[config.mk]
export PLATFORM = sky130hd
export DESIGN_NAME = apsrc_ctrl
export DESIGN_NICKNAME = d
export VERILOG_FILES = /design/src/design/apsrc_pkg.sv /design/src/design/apsrc_result_slot.sv /design/src/design/apsrc_ctrl.sv
export SDC_FILE = /design/constraint.sdc
export NUM_CORES = 1
export LEC_CHECK = 0
export BUFFER_PORTS_ARGS = -buffer_cell sky130_fd_sc_hd__buf_2
export CAP_MARGIN = 40
export CORE_UTILIZATION = 25
export CTS_BUF_LIST = sky130_fd_sc_hd__clkbuf_16
export CTS_CLUSTER_SIZE = 10
export DETAILED_ROUTE_END_ITERATION = 8
export MAX_ROUTING_LAYER = met4
export SYNTH_ARGS = -nofsm -noshare
export SYNTH_HDL_FRONTEND = slang
export SYNTH_SLANG_ARGS = --single-unit
export TNS_END_PERCENT = 100
[constraint.sdc]
create_clock -name CLK -period 5.4 [get_ports CLK]
set_input_delay 0.27 -clock CLK [delete_from_list [all_inputs] [get_ports CLK]]
set_output_delay 0.27 -clock CLK [all_outputs]
set_load 0.03 [all_outputs]
[src/design/apsrc_pkg.sv]
package apsrc_pkg;

    // Register byte addresses
    localparam logic [31:0] ADDR_MODE_CTRL = 32'hffffcd5c;
    localparam logic [31:0] ADDR_RES_EN = 32'hffffcd60;
    localparam logic [31:0] ADDR_IRQ_STAT = 32'hffffcd70;
    localparam logic [31:0] ADDR_IRQ_MASK = 32'hffffcd74;
    localparam logic [31:0] ADDR_RESULT_BASE = 32'hffffcd80;

    // Field positions
    localparam int MODE_DONE_BIT = 7;
    localparam int MODE_EN_BIT = 0;
    localparam int RES_FRESH_BIT = 15;
    localparam int IRQ_DONE_BIT = 0;
    localparam int IRQ_ABORT_BIT = 1;
    localparam int IRQ_OVERRUN_BIT = 2;

    // Sizes
    localparam int NUM_RESULTS = 8;
    localparam int CHAN_W = 3;
    localparam int CONV_DATA_W = 10;
    localparam int NUM_EVENTS = 3;

    // Reset values
    localparam logic [15:0] RES_EN_RESET = 16'h0000;
    localparam logic MODE_EN_RESET = 1'b0;
    localparam logic MODE_DONE_RESET = 1'b0;
    localparam logic [2:0] IRQ_RESET = 3'h0;

    typedef struct packed {
        logic [7:0] upper;
        logic [7:0] en;
    } apsrc_res_en_t;

    typedef struct packed {
        logic overrun;
        logic abort;
        logic done;
    } apsrc_evt_t;

    typedef enum logic [1:0] {
        ST_IDLE,
        ST_START,
        ST_WAIT
    } apsrc_state_t;

endpackage

[src/design/apsrc_result_slot.sv]
module apsrc_result_slot #(
    parameter int DATA_W = 10
) (
    input wire logic clk,
    input wire logic reset,
    input wire logic load,
    input wire logic [DATA_W-1:0] din,
    input wire logic read_clr,
    output logic [DATA_W-1:0] data,
    output logic fresh
);
    logic [DATA_W-1:0] data_ff;
    logic [DATA_W-1:0] nxt_data;
    logic fresh_ff;
    logic nxt_fresh;

    always_comb begin
        nxt_data = data_ff;
        nxt_fresh = fresh_ff;
        if (read_clr) begin
            nxt_fresh = 1'b0;
        end
        // New result wins over a read clear in the same cycle
        if (load) begin
            nxt_data = din;
            nxt_fresh = 1'b1;
        end
    end

    always_ff @(posedge clk or posedge reset) begin
        if (reset) begin
            data_ff <= '0;
            fresh_ff <= 1'b0;
        end else begin
            data_ff <= nxt_data;
            fresh_ff <= nxt_fresh;
        end
    end

    assign data = data_ff;
    assign fresh = fresh_ff;
endmodule // apsrc_result_slot

[src/design/apsrc_ctrl.sv]
// Chosen here: strobed register access.
module apsrc_ctrl
    import apsrc_pkg::*;
#(
    parameter int DATA_W = CONV_DATA_W
) (
    input wire logic CLK,
    input wire logic RESET,
    input wire logic [31:0] ADDR,
    input wire logic [31:0] WDATA,
    input wire logic WR,
    input wire logic RD,
    output logic [31:0] RDATA,
    input wire logic TRIG,
    output logic CONV_START,
    output logic [CHAN_W-1:0] CONV_CHAN,
    input wire logic CONV_DONE,
    input wire logic [DATA_W-1:0] CONV_DATA,
    output logic IRQ
);
    // Lowest enabled index at or above a start point; bit 3 set means none
    function automatic logic [3:0] find_en(input logic [7:0] en, input logic [3:0] from);
        logic [3:0] r;
        r = 4'h8;
        for (int i = 7; i >= 0; i--) begin
            if (en[i] && (i >= int'(from))) begin
                r = 4'(i);
            end
        end
        return r;
    endfunction

    // Register bus decode
    logic sel_mode;
    logic sel_res_en;
    logic sel_stat;
    logic sel_mask;
    logic sel_result;
    logic [CHAN_W-1:0] result_idx;

    assign sel_mode = (ADDR == ADDR_MODE_CTRL);
    assign sel_res_en = (ADDR == ADDR_RES_EN);
    assign sel_stat = (ADDR == ADDR_IRQ_STAT);
    assign sel_mask = (ADDR == ADDR_IRQ_MASK);
    assign sel_result = (ADDR[31:5] == ADDR_RESULT_BASE[31:5]);
    assign result_idx = ADDR[4:2];

    // Software-written state
    apsrc_res_en_t res_en_ff;
    apsrc_res_en_t nxt_res_en;
    logic enable_ff;
    logic nxt_enable;
    logic [NUM_EVENTS-1:0] mask_ff;
    logic [NUM_EVENTS-1:0] nxt_mask;

    always_comb begin
        nxt_res_en = res_en_ff;
        nxt_enable = enable_ff;
        nxt_mask = mask_ff;
        if (WR && sel_res_en) begin
            // Upper byte stored as written; it steers nothing
            nxt_res_en = WDATA[15:0];
        end
        if (WR && sel_mode) begin
            nxt_enable = WDATA[MODE_EN_BIT];
        end
        if (WR && sel_mask) begin
            nxt_mask = WDATA[NUM_EVENTS-1:0];
        end
    end

    always_ff @(posedge CLK or posedge RESET) begin
        if (RESET) begin
            res_en_ff <= RES_EN_RESET;
            enable_ff <= MODE_EN_RESET;
            mask_ff <= IRQ_RESET;
        end else begin
            res_en_ff <= nxt_res_en;
            enable_ff <= nxt_enable;
            mask_ff <= nxt_mask;
        end
    end

    // Sequencer
    apsrc_state_t state_ff;
    apsrc_state_t nxt_state;
    logic [CHAN_W-1:0] chan_ff;
    logic [CHAN_W-1:0] nxt_chan;
    logic done_ff;
    logic nxt_done;
    logic load;
    apsrc_evt_t evt;
    logic [3:0] first_en;
    logic [3:0] next_en;

    assign first_en = find_en(res_en_ff.en, 4'h0);
    assign next_en = find_en(res_en_ff.en, {1'b0, chan_ff} + 4'h1);

    always_comb begin
        nxt_state = state_ff;
        nxt_chan = chan_ff;
        nxt_done = done_ff;
        load = 1'b0;
        evt = '0;
        case (state_ff)
            ST_IDLE: begin
                if (TRIG && enable_ff && !first_en[3]) begin
                    nxt_done = 1'b1;
                    nxt_chan = first_en[CHAN_W-1:0];
                    nxt_state = ST_START;
                end
            end
            ST_START: begin
                nxt_state = ST_WAIT;
            end
            ST_WAIT: begin
                if (CONV_DONE) begin
                    load = 1'b1;
                    if (!enable_ff) begin
                        nxt_done = 1'b0;
                        evt.abort = 1'b1;
                        nxt_state = ST_IDLE;
                    end else if (next_en[3]) begin
                        nxt_done = 1'b0;
                        evt.done = 1'b1;
                        nxt_state = ST_IDLE;
                    end else begin
                        nxt_chan = next_en[CHAN_W-1:0];
                        nxt_state = ST_START;
                    end
                end
            end
            default: begin
                nxt_state = ST_IDLE;
                nxt_done = 1'b0;
            end
        endcase
        if (TRIG && (state_ff != ST_IDLE)) begin
            evt.overrun = 1'b1;
        end
    end

    always_ff @(posedge CLK or posedge RESET) begin
        if (RESET) begin
            state_ff <= ST_IDLE;
            chan_ff <= '0;
            done_ff <= MODE_DONE_RESET;
        end else begin
            state_ff <= nxt_state;
            chan_ff <= nxt_chan;
            done_ff <= nxt_done;
        end
    end

    assign CONV_START = (state_ff == ST_START);
    assign CONV_CHAN = chan_ff;

    // Result storage
    logic [DATA_W-1:0] slot_data [NUM_RESULTS];
    logic [NUM_RESULTS-1:0] slot_fresh;

    for (genvar g = 0; g < NUM_RESULTS; g++) begin : g_slot
        apsrc_result_slot #(
            .DATA_W(DATA_W)
        ) u_slot (
            .clk(CLK),
            .reset(RESET),
            .load(load && (chan_ff == CHAN_W'(g))),
            .din(CONV_DATA),
            .read_clr(RD && sel_result && (result_idx == CHAN_W'(g))),
            .data(slot_data[g]),
            .fresh(slot_fresh[g])
        );
    end

    // Interrupt status, write one to clear, set wins
    logic [NUM_EVENTS-1:0] stat_ff;
    logic [NUM_EVENTS-1:0] nxt_stat;
    logic [NUM_EVENTS-1:0] stat_clr;

    always_comb begin
        stat_clr = (WR && sel_stat) ? WDATA[NUM_EVENTS-1:0] : '0;
        nxt_stat = (stat_ff & ~stat_clr) | evt;
    end

    always_ff @(posedge CLK or posedge RESET) begin
        if (RESET) begin
            stat_ff <= IRQ_RESET;
        end else begin
            stat_ff <= nxt_stat;
        end
    end

    assign IRQ = |(stat_ff & mask_ff);

    // Read data, valid only in the cycle after the strobe
    logic [31:0] rdata_ff;
    logic [31:0] nxt_rdata;

    always_comb begin
        nxt_rdata = '0;
        if (RD) begin
            if (sel_mode) begin
                nxt_rdata[MODE_DONE_BIT] = done_ff;
                nxt_rdata[MODE_EN_BIT] = enable_ff;
            end else if (sel_res_en) begin
                nxt_rdata[15:0] = res_en_ff;
            end else if (sel_stat) begin
                nxt_rdata[NUM_EVENTS-1:0] = stat_ff;
            end else if (sel_mask) begin
                nxt_rdata[NUM_EVENTS-1:0] = mask_ff;
            end else if (sel_result) begin
                nxt_rdata[DATA_W-1:0] = slot_data[result_idx];
                nxt_rdata[RES_FRESH_BIT] = slot_fresh[result_idx];
            end
        end
    end

    always_ff @(posedge CLK or posedge RESET) begin
        if (RESET) begin
            rdata_ff <= '0;
        end else begin
            rdata_ff <= nxt_rdata;
        end
    end

    assign RDATA = rdata_ff;

    // Checks
    a_start_sets_flag: assert property (@(posedge CLK) disable iff (RESET)
        (state_ff == ST_IDLE) && TRIG && enable_ff && (res_en_ff.en != 8'h00)
        |=> done_ff && (state_ff == ST_START))
        else $error("sequence start did not raise the done flag");

    a_flag_clears_last: assert property (@(posedge CLK) disable iff (RESET)
        (state_ff == ST_WAIT) && CONV_DONE && enable_ff && next_en[3]
        |=> !done_ff && (state_ff == ST_IDLE) && stat_ff[IRQ_DONE_BIT])
        else $error("done flag not cleared after last conversion");

    a_flag_held_busy: assert property (@(posedge CLK) disable iff (RESET)
        done_ff == (state_ff != ST_IDLE))
        else $error("done flag does not follow sequence activity");

    a_stop_on_disable: assert property (@(posedge CLK) disable iff (RESET)
        (state_ff == ST_WAIT) && CONV_DONE && !enable_ff
        |=> (state_ff == ST_IDLE) && !done_ff ##1 !CONV_START)
        else $error("sequence did not stop after enable cleared");

    a_result_stored: assert property (@(posedge CLK) disable iff (RESET)
        (state_ff == ST_WAIT) && CONV_DONE
        |=> (slot_data[$past(chan_ff)] == $past(CONV_DATA)) && slot_fresh[$past(chan_ff)])
        else $error("converted value not stored in its result register");

    a_restart_first: assert property (@(posedge CLK) disable iff (RESET)
        (state_ff == ST_IDLE) && TRIG && enable_ff && !first_en[3]
        |=> chan_ff == $past(first_en[CHAN_W-1:0]))
        else $error("sequence did not begin at the first enabled channel");

    a_enable_reset: assert property (@(posedge CLK)
        $past(RESET) && !RESET |-> (res_en_ff == RES_EN_RESET) && !enable_ff)
        else $error("result enables not zero after reset");

    a_step_ascending: assert property (@(posedge CLK) disable iff (RESET)
        (state_ff == ST_WAIT) && CONV_DONE && enable_ff && !next_en[3]
        |=> (chan_ff > $past(chan_ff)) && res_en_ff.en[chan_ff] && CONV_START)
        else $error("next channel not the next enabled one above");

    a_mode_readback: assert property (@(posedge CLK) disable iff (RESET)
        RD && sel_mode
        |=> (RDATA[MODE_DONE_BIT] == $past(done_ff)) && (RDATA[MODE_EN_BIT] == $past(enable_ff))
            && (RDATA[6:1] == 6'h00))
        else $error("mode register readback wrong");

    a_res_en_readback: assert property (@(posedge CLK) disable iff (RESET)
        RD && sel_res_en
        |=> RDATA == {16'h0000, $past(res_en_ff)})
        else $error("result enable readback wrong");

    a_chan_held: assert property (@(posedge CLK) disable iff (RESET)
        (state_ff == ST_WAIT) && !CONV_DONE
        |=> (state_ff == ST_WAIT) && $stable(chan_ff))
        else $error("channel changed before its conversion finished");

    a_idle_no_start: assert property (@(posedge CLK) disable iff (RESET)
        (state_ff == ST_IDLE) && !(TRIG && enable_ff && !first_en[3])
        |=> (state_ff == ST_IDLE) && !CONV_START)
        else $error("conversion started without trigger or enabled result");

    a_start_single: assert property (@(posedge CLK) disable iff (RESET)
        CONV_START |=> !CONV_START)
        else $error("conversion start longer than one cycle");

    a_done_sticky: assert property (@(posedge CLK) disable iff (RESET)
        stat_ff[IRQ_DONE_BIT] && !(WR && sel_stat && WDATA[IRQ_DONE_BIT])
        |=> stat_ff[IRQ_DONE_BIT])
        else $error("sequence done status lost without a clear");

endmodule // apsrc_ctrl

==> flow_metrics.tcl, run 1 <==
set metrics [dict create \
    min_from "WDATA[13]" \
    cts_buffer_depth 2 \
    dr.pass1.iters 5 \
    ys_async_sr_fraction 1.00 \
    setup_viol 0 \
    cts_buffers 17 \
    drt-total-wl_mm 15.5 \
    status "completed" \
    syn2layout_area_growth_pct 19.2 \
    syn_inst 501 \
    p_int_mw 2.06 \
    drtAntennaViolNets 0 \
    drv_cap 0 \
    h-tree-depth 4 \
    grt_antenna_before_repair 3 \
    synth_area_leaders "dfrtp_1, mux2_2, mux4_2" \
    vias 4307 \
    ys_seq_elements 133 \
    die_height_um 164 \
    synthesis.area_mm2 0.00658 \
    synth_top_area_cell "dfrtp_1" \
    drt_iter0_drc 297 \
    layout-drive-gt1-share 0.422 \
    rows 58 \
    cp.arrival_ns 2.98 \
    regToRegEndpoint "CONV_CHAN[0]" \
    dp_hpwl_mm 10.8 \
    cp_data_required_time_ns 5.70 \
    final_area_mm2 0.00784 \
    seq_power_share 0.442 \
    ios 117 \
    final_nets 671 \
    finalCritPeriodShare 0.496 \
    yosysTopAreaCellShare 0.506 \
    hold_depth 2 \
    swShare 0.271 \
    skew_ns 0.00675 \
    yosysUniqueCellTypes 56 \
    start_kind "flop" \
    post_cts_buffers 0 \
    r2r_slack_ns 2.72 \
    grt_use_total 0.128 \
    place_congestion 0.858 \
    initial_utilization 0.258 \
    grt_overflow 0 \
    seq_area_frac_synth 0.506 \
    tns_ns 0 \
    place_area_mm2 0.00730 \
    p_switching_uw 764 \
    core_area_mm2 0.0255 \
    hp-class "input pin to flop" \
    grt_max_degree 59 \
    routed_via_density 4.64 \
    avgSynthCellArea_um2 13.1 \
    p_comb_frac 0.195 \
    slew_headroom 0.450 \
    grt_pass1_vias 4354 \
    rsz0062_at_grt "no" \
    hold_end "res_en_ff[13]" \
    critical_path.max_fanout 11 \
    cts.sink_count 133 \
    p_per_area_mw_per_mm2 360 \
    ir_drop_uv 253 \
    min_period_ns 2.68 \
    clock-root-buffer "clkbuf_16" \
    rr_worst_depth 7 \
    slew_viol_final 0 \
    cts_tree "done" \
    tightestPinTransition_ns 0.823 \
    drcViolationCount 0 \
    crit_slowest_cell "dfrtp_1" \
    leakagePower_nw 3.76 \
    clk_latency_ns 0.42 \
    die_w_um 164 \
    cp_cell_sequence "ha_1 -> ha_1 -> or3b_1 -> a21o_1 -> a211oi_2 -> o21ai_2 -> mux2_4" \
    wl_per_cell_um 16.7 \
    crit_top_cell "ha_1" \
    hold-worst-slack_ns 0.0921 \
    endpoint_kind "flop" \
    stdcell_count 928 \
    port_buffers 84 \
    setup.worst_path.class "flop to flop" \
    finalHoldViolCount 0 \
    synth_edf_count 0 \
    ys.warnings.count 0 \
    grt_pass1_wl_mm 25.0 \
    synthFlopType "dfrtp_1" \
    dp.cells 894 \
    clock.fmax_ghz 0.373 \
    r2r_start "CONV_CHAN[0]" \
    dieArea_mm2 0.0270 \
    slowest_delay_ns 0.46 \
    path_clk_slew_ns 0.06 \
    clockPowerShare 0.364 \
]
worst max-delay path by stage:
stage	from	to	slack, ns	depth (start not counted)
global placement	CONV_CHAN[0]	CONV_CHAN[0]	2.77	7
finish	CONV_CHAN[0]	CONV_CHAN[0]	2.72	7
detailed placement	CONV_CHAN[0]	CONV_CHAN[0]	2.74	7
floorplan	RESET	CONV_CHAN[0]	1.58	1
CTS	CONV_CHAN[0]	CONV_CHAN[0]	2.72	7
global route	CONV_CHAN[0]	CONV_CHAN[0]	2.65	7
flip-flops by register name (all words and copies together) (netlist names):
signal	flops
RDATA	16
done_ff	1
CONV_CHAN	3
res_en_ff	16
enable_ff	1
state_ff	2
stat_ff	3
g_slot.u_slot.fresh	8
g_slot.u_slot.data	80
mask_ff	3
cells in the final DEF (no fill, tap or decap), types with 3 or more instances in the layout:
master and n:
o21ai_0 14, mux4_2 22, nor2b_1 5, nand3_1 12, diode_2 3, nand2b_1 3, nor2_1 16, ha_1 7
a31oi_1 4, nand2_1 22, clkinv_2 4, mux2i_1 4, a22oi_1 10, and2_1 9, a21oi_1 13, nand4_1 10
a22o_1 3, buf_2 84, and3_1 8, o31ai_1 3, dfrtp_1 133, clkbuf_16 17, and4_1 5, inv_1 17
mux2_2 96, mux2_4 10, conb_1 16
repair_timing:
action,4_1_cts,5_1_grt
gates resized for setup,0,0
hold buffers,1,0
endpoints found under the hold margin,33,0
synthesized netlist by cell type, types with 2 or more instances:
| library cell | count |
|---|---|
| a21o_1 | 2 |
| a21oi_1 | 13 |
| a222oi_1 | 2 |
| a22o_1 | 3 |
| a22oi_1 | 10 |
| a31oi_1 | 4 |
| a41oi_1 | 2 |
| and2_1 | 9 |
| and3_1 | 8 |
| and4_1 | 5 |
| and4b_1 | 2 |
| buf_2 | 17 |
| buf_4 | 16 |
| clkbuf_1 | 5 |
| dfrtp_1 | 133 |
| ha_1 | 7 |
| inv_1 | 15 |
| mux2_2 | 96 |
| mux2_4 | 10 |
| mux2i_1 | 4 |
| mux4_2 | 22 |
| nand2_1 | 22 |
| nand2b_1 | 3 |
| nand3_1 | 12 |
| nand4_1 | 10 |
| nor2_1 | 16 |
| nor2b_1 | 5 |
| nor3_1 | 2 |
| nor3b_1 | 2 |
| nor4_1 | 2 |
| o211ai_1 | 2 |
| o21ai_0 | 14 |
| o31ai_1 | 3 |
final cells by class:
class / count / area (um^2)
Antenna cell: 3 / 7.51
Multi-Input combinational cell: 328 / 3010
Inverter: 16 / 62.6
Sequential cell: 133 / 3330
Clock buffer: 17 / 425
Timing Repair Buffer: 88 / 493
Clock inverter: 13 / 97.6
Fill cell: 2570 / 17600
Tap cell: 330 / 413
cell families (layout without fill, tap and decap cells):
logic type | after synthesis | in the layout | share of synthesized area
DFF | 133 | 133 | 0.506
muxes | 132 | 132 | 0.269
and+or+nand+nor | 106 | 106 | 0.0968
AOI/OAI and AO/OA | 67 | 67 | 0.0696
buffers and inverters | 55 | 134 | 0.0449
adders and majority gates | 7 | 7 | 0.0133
other | 1 | 19 | 0.000570
worst max-delay path, delay by kind of cell, from the launching register on:
kind | cells | cell delay [ns]
adders and majority gates | 2 | 0.69
AOI/OAI and AO/OA | 3 | 0.65
DFF | 1 | 0.46
and+or+nand+nor | 1 | 0.44
muxes | 1 | 0.31
power by group through the flow:
stage          clock (mW)  sequential (mW)  combinational [mW]
2_1_floorplan           0             1.24               0.420
3_3_place_gp            0             1.25               0.536
3_5_place_dp            0             1.26               0.551
4_1_cts              1.05             1.25               0.554
5_1_grt              1.10             1.27               0.598
6_report             1.03             1.25               0.550
per-stage QoR:
stage / utilization / worst slack (ns) / power, mW
4_1_cts: 0.307 / 2.72 / 2.85
5_1_grt: 0.308 / 2.65 / 2.96
6_report: 0.308 / 2.72 / 2.82
3_3_place_gp: 0.284 / 2.77 / 1.79
2_1_floorplan: - / 1.58 / 1.67
3_5_place_dp: 0.286 / 2.74 / 1.81
per-layer routing:
metal  part of all wire  wire length, um  track usage
met1               0.47             7250        0.169
met2               0.47             7230        0.192
met4             0.0064               99       0.0341
met3              0.060              936       0.0361
met5                  0                0            -
Note: power is estimated with default switching activity, not from simulation.
==> inputs of run 2 (changes only) <==
==> constraint.sdc (replaced) <==
create_clock -name CLK -period 2.61 [get_ports CLK]
set_input_delay 0.1305 -clock CLK [delete_from_list [all_inputs] [get_ports CLK]]
set_output_delay 0.1305 -clock CLK [all_outputs]
set_load 0.03 [all_outputs]
==> run 2 against run 1 <==
Clock skew is 0.0032 ns higher. Clock power is 130% higher. Global-route usage is 0.27 points higher. Clock-buffer cell count stayed put. Fmax is 9.3% higher. Critical endpoint unchanged. Largest cell class unchanged.
==> flow_metrics.tcl, run 2 (same netlist as run 1, synthesis figures left out) <==
set metrics [dict create \
    status "completed" \
    clock.fmax_ghz 0.408 \
    path_clk_slew_ns 0.06 \
    final_cell_mix "dfrtp_1, mux2_2, buf_2" \
    clk_latency_ns 0.42 \
    drt_iter0_drc 414 \
    dieArea_mm2 0.0270 \
    routed_via_density 4.62 \
    die_w_um 164 \
    grt_max_degree 108 \
    tns_ns 0 \
    core_area_mm2 0.0255 \
    rsz0062_at_grt "no" \
    syn2layout_area_growth_pct 23.9 \
    finalHoldViolCount 0 \
    grt_pass1_wl_mm 25.5 \
    drcViolationCount 0 \
    seq_area_mm2 0.00333 \
    grt_antenna_before_repair 2 \
    vias 4431 \
    wl_per_cell_um 16.8 \
    final_nets 702 \
    slew_viol_final 0 \
    cp-startpoint "CONV_CHAN[0]" \
    final_common_cell "dfrtp_1" \
    cts_buffers 17 \
    port_buffers 84 \
    leakagePower_nw 3.91 \
    r2r_start "CONV_CHAN[0]" \
    dp_slack_ns 0.152 \
    die_height_um 164 \
    finalCritPeriodShare 0.939 \
    grt_overflow 0 \
    place_congestion 0.826 \
    largest_register_ffs 80 \
    cp.arrival_ns 2.76 \
    cts_buffer_depth 2 \
    grt_pass1_vias 4482 \
    rows 58 \
    fin_ws_ns 0.158 \
    h-tree-depth 4 \
    tightestPinTransition_ns 0.648 \
    rr_worst_depth 7 \
    dr.pass1.iters 4 \
    cts.sink_count 133 \
    drtAntennaViolNets 0 \
    drt-total-wl_mm 16.1 \
    critical_path.max_fanout 7 \
    multi_input_area_mm2 0.00302 \
    endpoint_kind "flop" \
    initial_utilization 0.258 \
    setup.worst_path.class "flop to flop" \
    post_cts_buffers 0 \
    setup_viol 0 \
    min_from "TRIG" \
    cp_data_required_time_ns 2.92 \
    cts_tree "done" \
    hp-class "input pin to flop" \
    layout-drive-gt1-share 0.421 \
    slew_headroom 0.568 \
    start_kind "flop" \
    drv_cap 0 \
    clock-root-buffer "clkbuf_16" \
    dp_hpwl_mm 10.9 \
    final_area_mm2 0.00815 \
    place_area_mm2 0.00739 \
    final_util 0.320 \
    skew_ns 0.00992 \
    fill_cells 2549 \
    ir_drop_uv 733 \
    grt_use_total 0.131 \
    ios 117 \
    p_per_area_mw_per_mm2 750 \
    hold_depth 3 \
    min_period_ns 2.45 \
]
## run 2: cell type report
class / instances / share of cell area
Sequential cell: 133 / 0.408
Multi-Input combinational cell: 328 / 0.370
Timing Repair Buffer: 119 / 0.0921
Clock buffer: 17 / 0.0522
Tap cell: 330 / 0.0507
Clock inverter: 14 / 0.0178
Inverter: 16 / 0.00783
Antenna cell: 2 / 0.000614
## run 2: stage by stage
| step | power [mW] | hold WS [ns] | instances |
|---|---|---|---|
| after floorplan | 3.45 | 0.227 | 516 |
| after global placement | 3.74 | 0.271 | 909 |
| after detailed placement | 3.77 | 0.279 | 909 |
| after CTS | 6.16 | 0.00451 | 957 |
| after global routing | 6.41 | 0.0169 | 959 |
| final | 6.11 | 0.00955 | 959 |
## run 2: timing repair
action	in CTS	in global routing
endpoints found under the hold margin	151	0
hold buffers	17	0
setup endpoints to repair	0	1
gates resized for setup	0	1
## run 2: power by group
part / total, mW / switching, mW / internal [mW]
combinational: 1.20 / 0.563 / 0.637
sequential: 2.56 / 0.169 / 2.39
clock: 2.36 / 0.885 / 1.47
total: 6.11 / 1.62 / 4.50
## run 2: metal layers
layer | vias up | part of all wire | wire [um] | track usage
li1 | 2063 | - | - | -
met1 | 2236 | 0.46 | 7480 | 0.170
met2 | 118 | 0.46 | 7420 | 0.193
met3 | 14 | 0.062 | 1000 | 0.0384
met4 | 0 | 0.015 | 234 | 0.0438
met5 | - | 0 | 0 | -
## run 2: worst max-delay path: stages, from the launching register on
cell	delay, ns
dfrtp_1	0.45
ha_1	0.25
ha_1	0.29
or3b_1	0.39
a21o_1	0.22
a211oi_4	0.27
o21ai_2	0.14
mux2_4	0.31
## run 2: path summary, 6_finish.rpt
path                                             to  slack, ns
min reg2reg                               RDATA[10]       0.47
max reg2reg                            CONV_CHAN[0]       0.16
min                                      stat_ff[2]       0.01
max in group asynchronous  g_slot[6].u_slot.data[6]       1.69
max                                    CONV_CHAN[0]       0.16
min in group asynchronous               state_ff[1]       0.37
==> inputs of run 3 (changes only) <==
--- a/config.mk
+++ b/config.mk
@@ -5,13 +5,15 @@
 export SDC_FILE = /design/constraint.sdc
 export NUM_CORES = 1
 export LEC_CHECK = 0
-export BUFFER_PORTS_ARGS = -buffer_cell sky130_fd_sc_hd__buf_2
+export BUFFER_PORTS_ARGS = -buffer_cell sky130_fd_sc_hd__clkbuf_2
 export CAP_MARGIN = 40
 export CORE_UTILIZATION = 25
 export CTS_BUF_LIST = sky130_fd_sc_hd__clkbuf_16
 export CTS_CLUSTER_SIZE = 10
 export DETAILED_ROUTE_END_ITERATION = 8
+export HOLD_SLACK_MARGIN = 0.06
 export MAX_ROUTING_LAYER = met4
+export SKIP_CTS_REPAIR_TIMING = 1
 export SYNTH_ARGS = -nofsm -noshare
 export SYNTH_HDL_FRONTEND = slang
 export SYNTH_SLANG_ARGS = --single-unit
==> run 3 against run 2 <==
Clock-buffer cell count did not move. Cell count rose by 0.42%. Clock skew barely moved. First-iteration DRC count fell by 17%. Critical path type unchanged. Highest routed layer unchanged.
==> flow_metrics.tcl, run 3 (same netlist as run 1, synthesis figures left out) <==
set metrics [dict create \
    status "completed" \
    r2r_start "CONV_CHAN[0]" \
    seq_power_share 0.432 \
    grt_overflow 0 \
    slew_viol_final 0 \
    ios 117 \
    place_congestion 0.815 \
    drtAntennaViolNets 0 \
    leakagePower_nw 3.88 \
    path_clk_slew_ns 0.06 \
    syn2layout_area_growth_pct 23.6 \
    setup.worst_path.class "flop to flop" \
    cp_cell_sequence "ha_1 -> ha_1 -> or3b_1 -> a21o_1 -> a211oi_2 -> o21ai_2 -> mux2_4" \
    rr_worst_depth 7 \
    clockPowerShare 0.363 \
    h-tree-depth 4 \
    drt_iter0_drc 342 \
    setup_viol 0 \
    grt_antenna_before_repair 2 \
    final_common_cell "dfrtp_1" \
    dp_hpwl_mm 11.2 \
    clock-root-buffer "clkbuf_16" \
    crit_slowest_cell "dfrtp_1" \
    cts_tree "done" \
    core_area_mm2 0.0255 \
    finalCritPeriodShare 0.951 \
    largest_register_ffs 80 \
    wl_per_cell_um 17.0 \
    rsz0062_at_grt "no" \
    cts_buffers 17 \
    start_kind "flop" \
    cp-startpoint "CONV_CHAN[0]" \
    p_comb_frac 0.204 \
    grt_use_total 0.134 \
    cts_buffer_depth 2 \
    final_nets 705 \
    grt_pass1_vias 4589 \
    clk_latency_ns 0.43 \
    drcViolationCount 0 \
    ir_drop_uv 518 \
    crit_end "CONV_CHAN[0]" \
    vias 4419 \
    endpoint_kind "flop" \
    cts.sink_count 133 \
    port_buffers 84 \
    multi_input_area_mm2 0.00301 \
    dr.pass1.iters 5 \
    initial_utilization 0.258 \
    swShare 0.286 \
    regToRegEndpoint "CONV_CHAN[0]" \
    crit_top_cell "ha_1" \
    fill_cells 2558 \
    dieArea_mm2 0.0270 \
    grt_pass1_wl_mm 26.1 \
    cp.arrival_ns 2.79 \
    final_cell_mix "dfrtp_1, mux2_2, clkbuf_2" \
    finalHoldViolCount 0 \
    rows 58 \
    tns_ns 0 \
    p_switching_mw 1.69 \
    p_int_mw 4.23 \
    routed_via_density 4.59 \
    fin_total_pwr_mw 5.93 \
    p_per_area_mw_per_mm2 729 \
    slew_headroom 0.607 \
    die_height_um 164 \
    die_w_um 164 \
    drt-total-wl_mm 16.4 \
    seq_area_mm2 0.00333 \
    grt_max_degree 60 \
    hp-class "input pin to flop" \
    cp_data_required_time_ns 2.92 \
    min_period_ns 2.48 \
    skew_ns 0.00960 \
    tightestPinTransition_ns 0.590 \
    layout-drive-gt1-share 0.428 \
    drv_cap 0 \
    clock.fmax_ghz 0.403 \
    slowest_delay_ns 0.47 \
    critical_path.max_fanout 7 \
    r2r_slack_ns 0.13 \
]
run 3: cell count changes in the layout (fill, tap and decap cells not counted), sizes merged:
cell | previous run | this run
bufinv | 3 | 0
inv | 19 | 18
buf | 102 | 18
dlygate4sd3 | 17 | 20
clkinvlp | 3 | 7
clkbuf | 17 | 101
clkinv | 5 | 6
run 3: area by class of cell:
type                    instances  area share
diodes                          2    0.000615
clock inverters                15      0.0131
inverters                      16     0.00785
clock buffers                  17      0.0523
multi-input cells             328       0.370
flip-flops and latches        133       0.409
repair buffers                122      0.0960
well taps                     330      0.0508
run 3: how the worst min path moves through the flow:
| stage | slack (ns) | to | cells after the start | from |
|---|---|---|---|---|
| 2_1_floorplan | 0.23 | state_ff[1] | 1 | CONV_DONE |
| 3_3_place_gp | 0.18 | RDATA[7] | 2 | RESET |
| 3_5_place_dp | 0.19 | RDATA[7] | 2 | RESET |
| 4_1_cts | -0.27 | RDATA[7] | 2 | RESET |
| 5_1_grt | 0.06 | g_slot[6].u_slot.data[1] | 2 | CONV_DATA[1] |
| 6_report | 0.05 | RDATA[7] | 3 | RD |
run 3: power by group through the flow:
stage               Combinational (mW)  Clock (mW)  Sequential, mW
floorplan                        0.870           0            2.58
global placement                  1.16           0            2.58
detailed placement                1.19           0            2.59
CTS                               1.19        2.21            2.55
global route                      1.33        2.29            2.60
finish                            1.21        2.15            2.56
run 3: per-layer routing:
metal / GRT usage / part of all wire
met5: - / 0
met4: 0.0438 / 0.017
met3: 0.0379 / 0.052
met2: 0.205 / 0.46
met1: 0.171 / 0.47
run 3: through the flow:
| step | cell area [um^2] | cells | hold slack, ns | util | setup slack [ns] |
|---|---|---|---|---|---|
| 6_report | 8130 | 963 | 0.0508 | 0.319 | 0.127 |
| 4_1_cts | 7930 | 941 | -0.267 | 0.311 | 0.128 |
| 3_5_place_dp | 7390 | 909 | 0.190 | 0.290 | 0.139 |
| 2_1_floorplan | 6640 | 516 | 0.227 | - | 0.166 |
| 5_1_grt | 8130 | 963 | 0.0628 | 0.319 | 0.00758 |
| 3_3_place_gp | 7390 | 909 | 0.179 | 0.290 | 0.178 |
run 3: critical path, delay by kind of cell, from the launching register on:
kind	cells	cell delay [ns]
adder cells (fa/ha/maj)	2	0.55
AND/OR/NAND/NOR	1	0.39
multiplexers	1	0.31
AO/OA/AOI/OAI	3	0.64
flip-flops	1	0.47
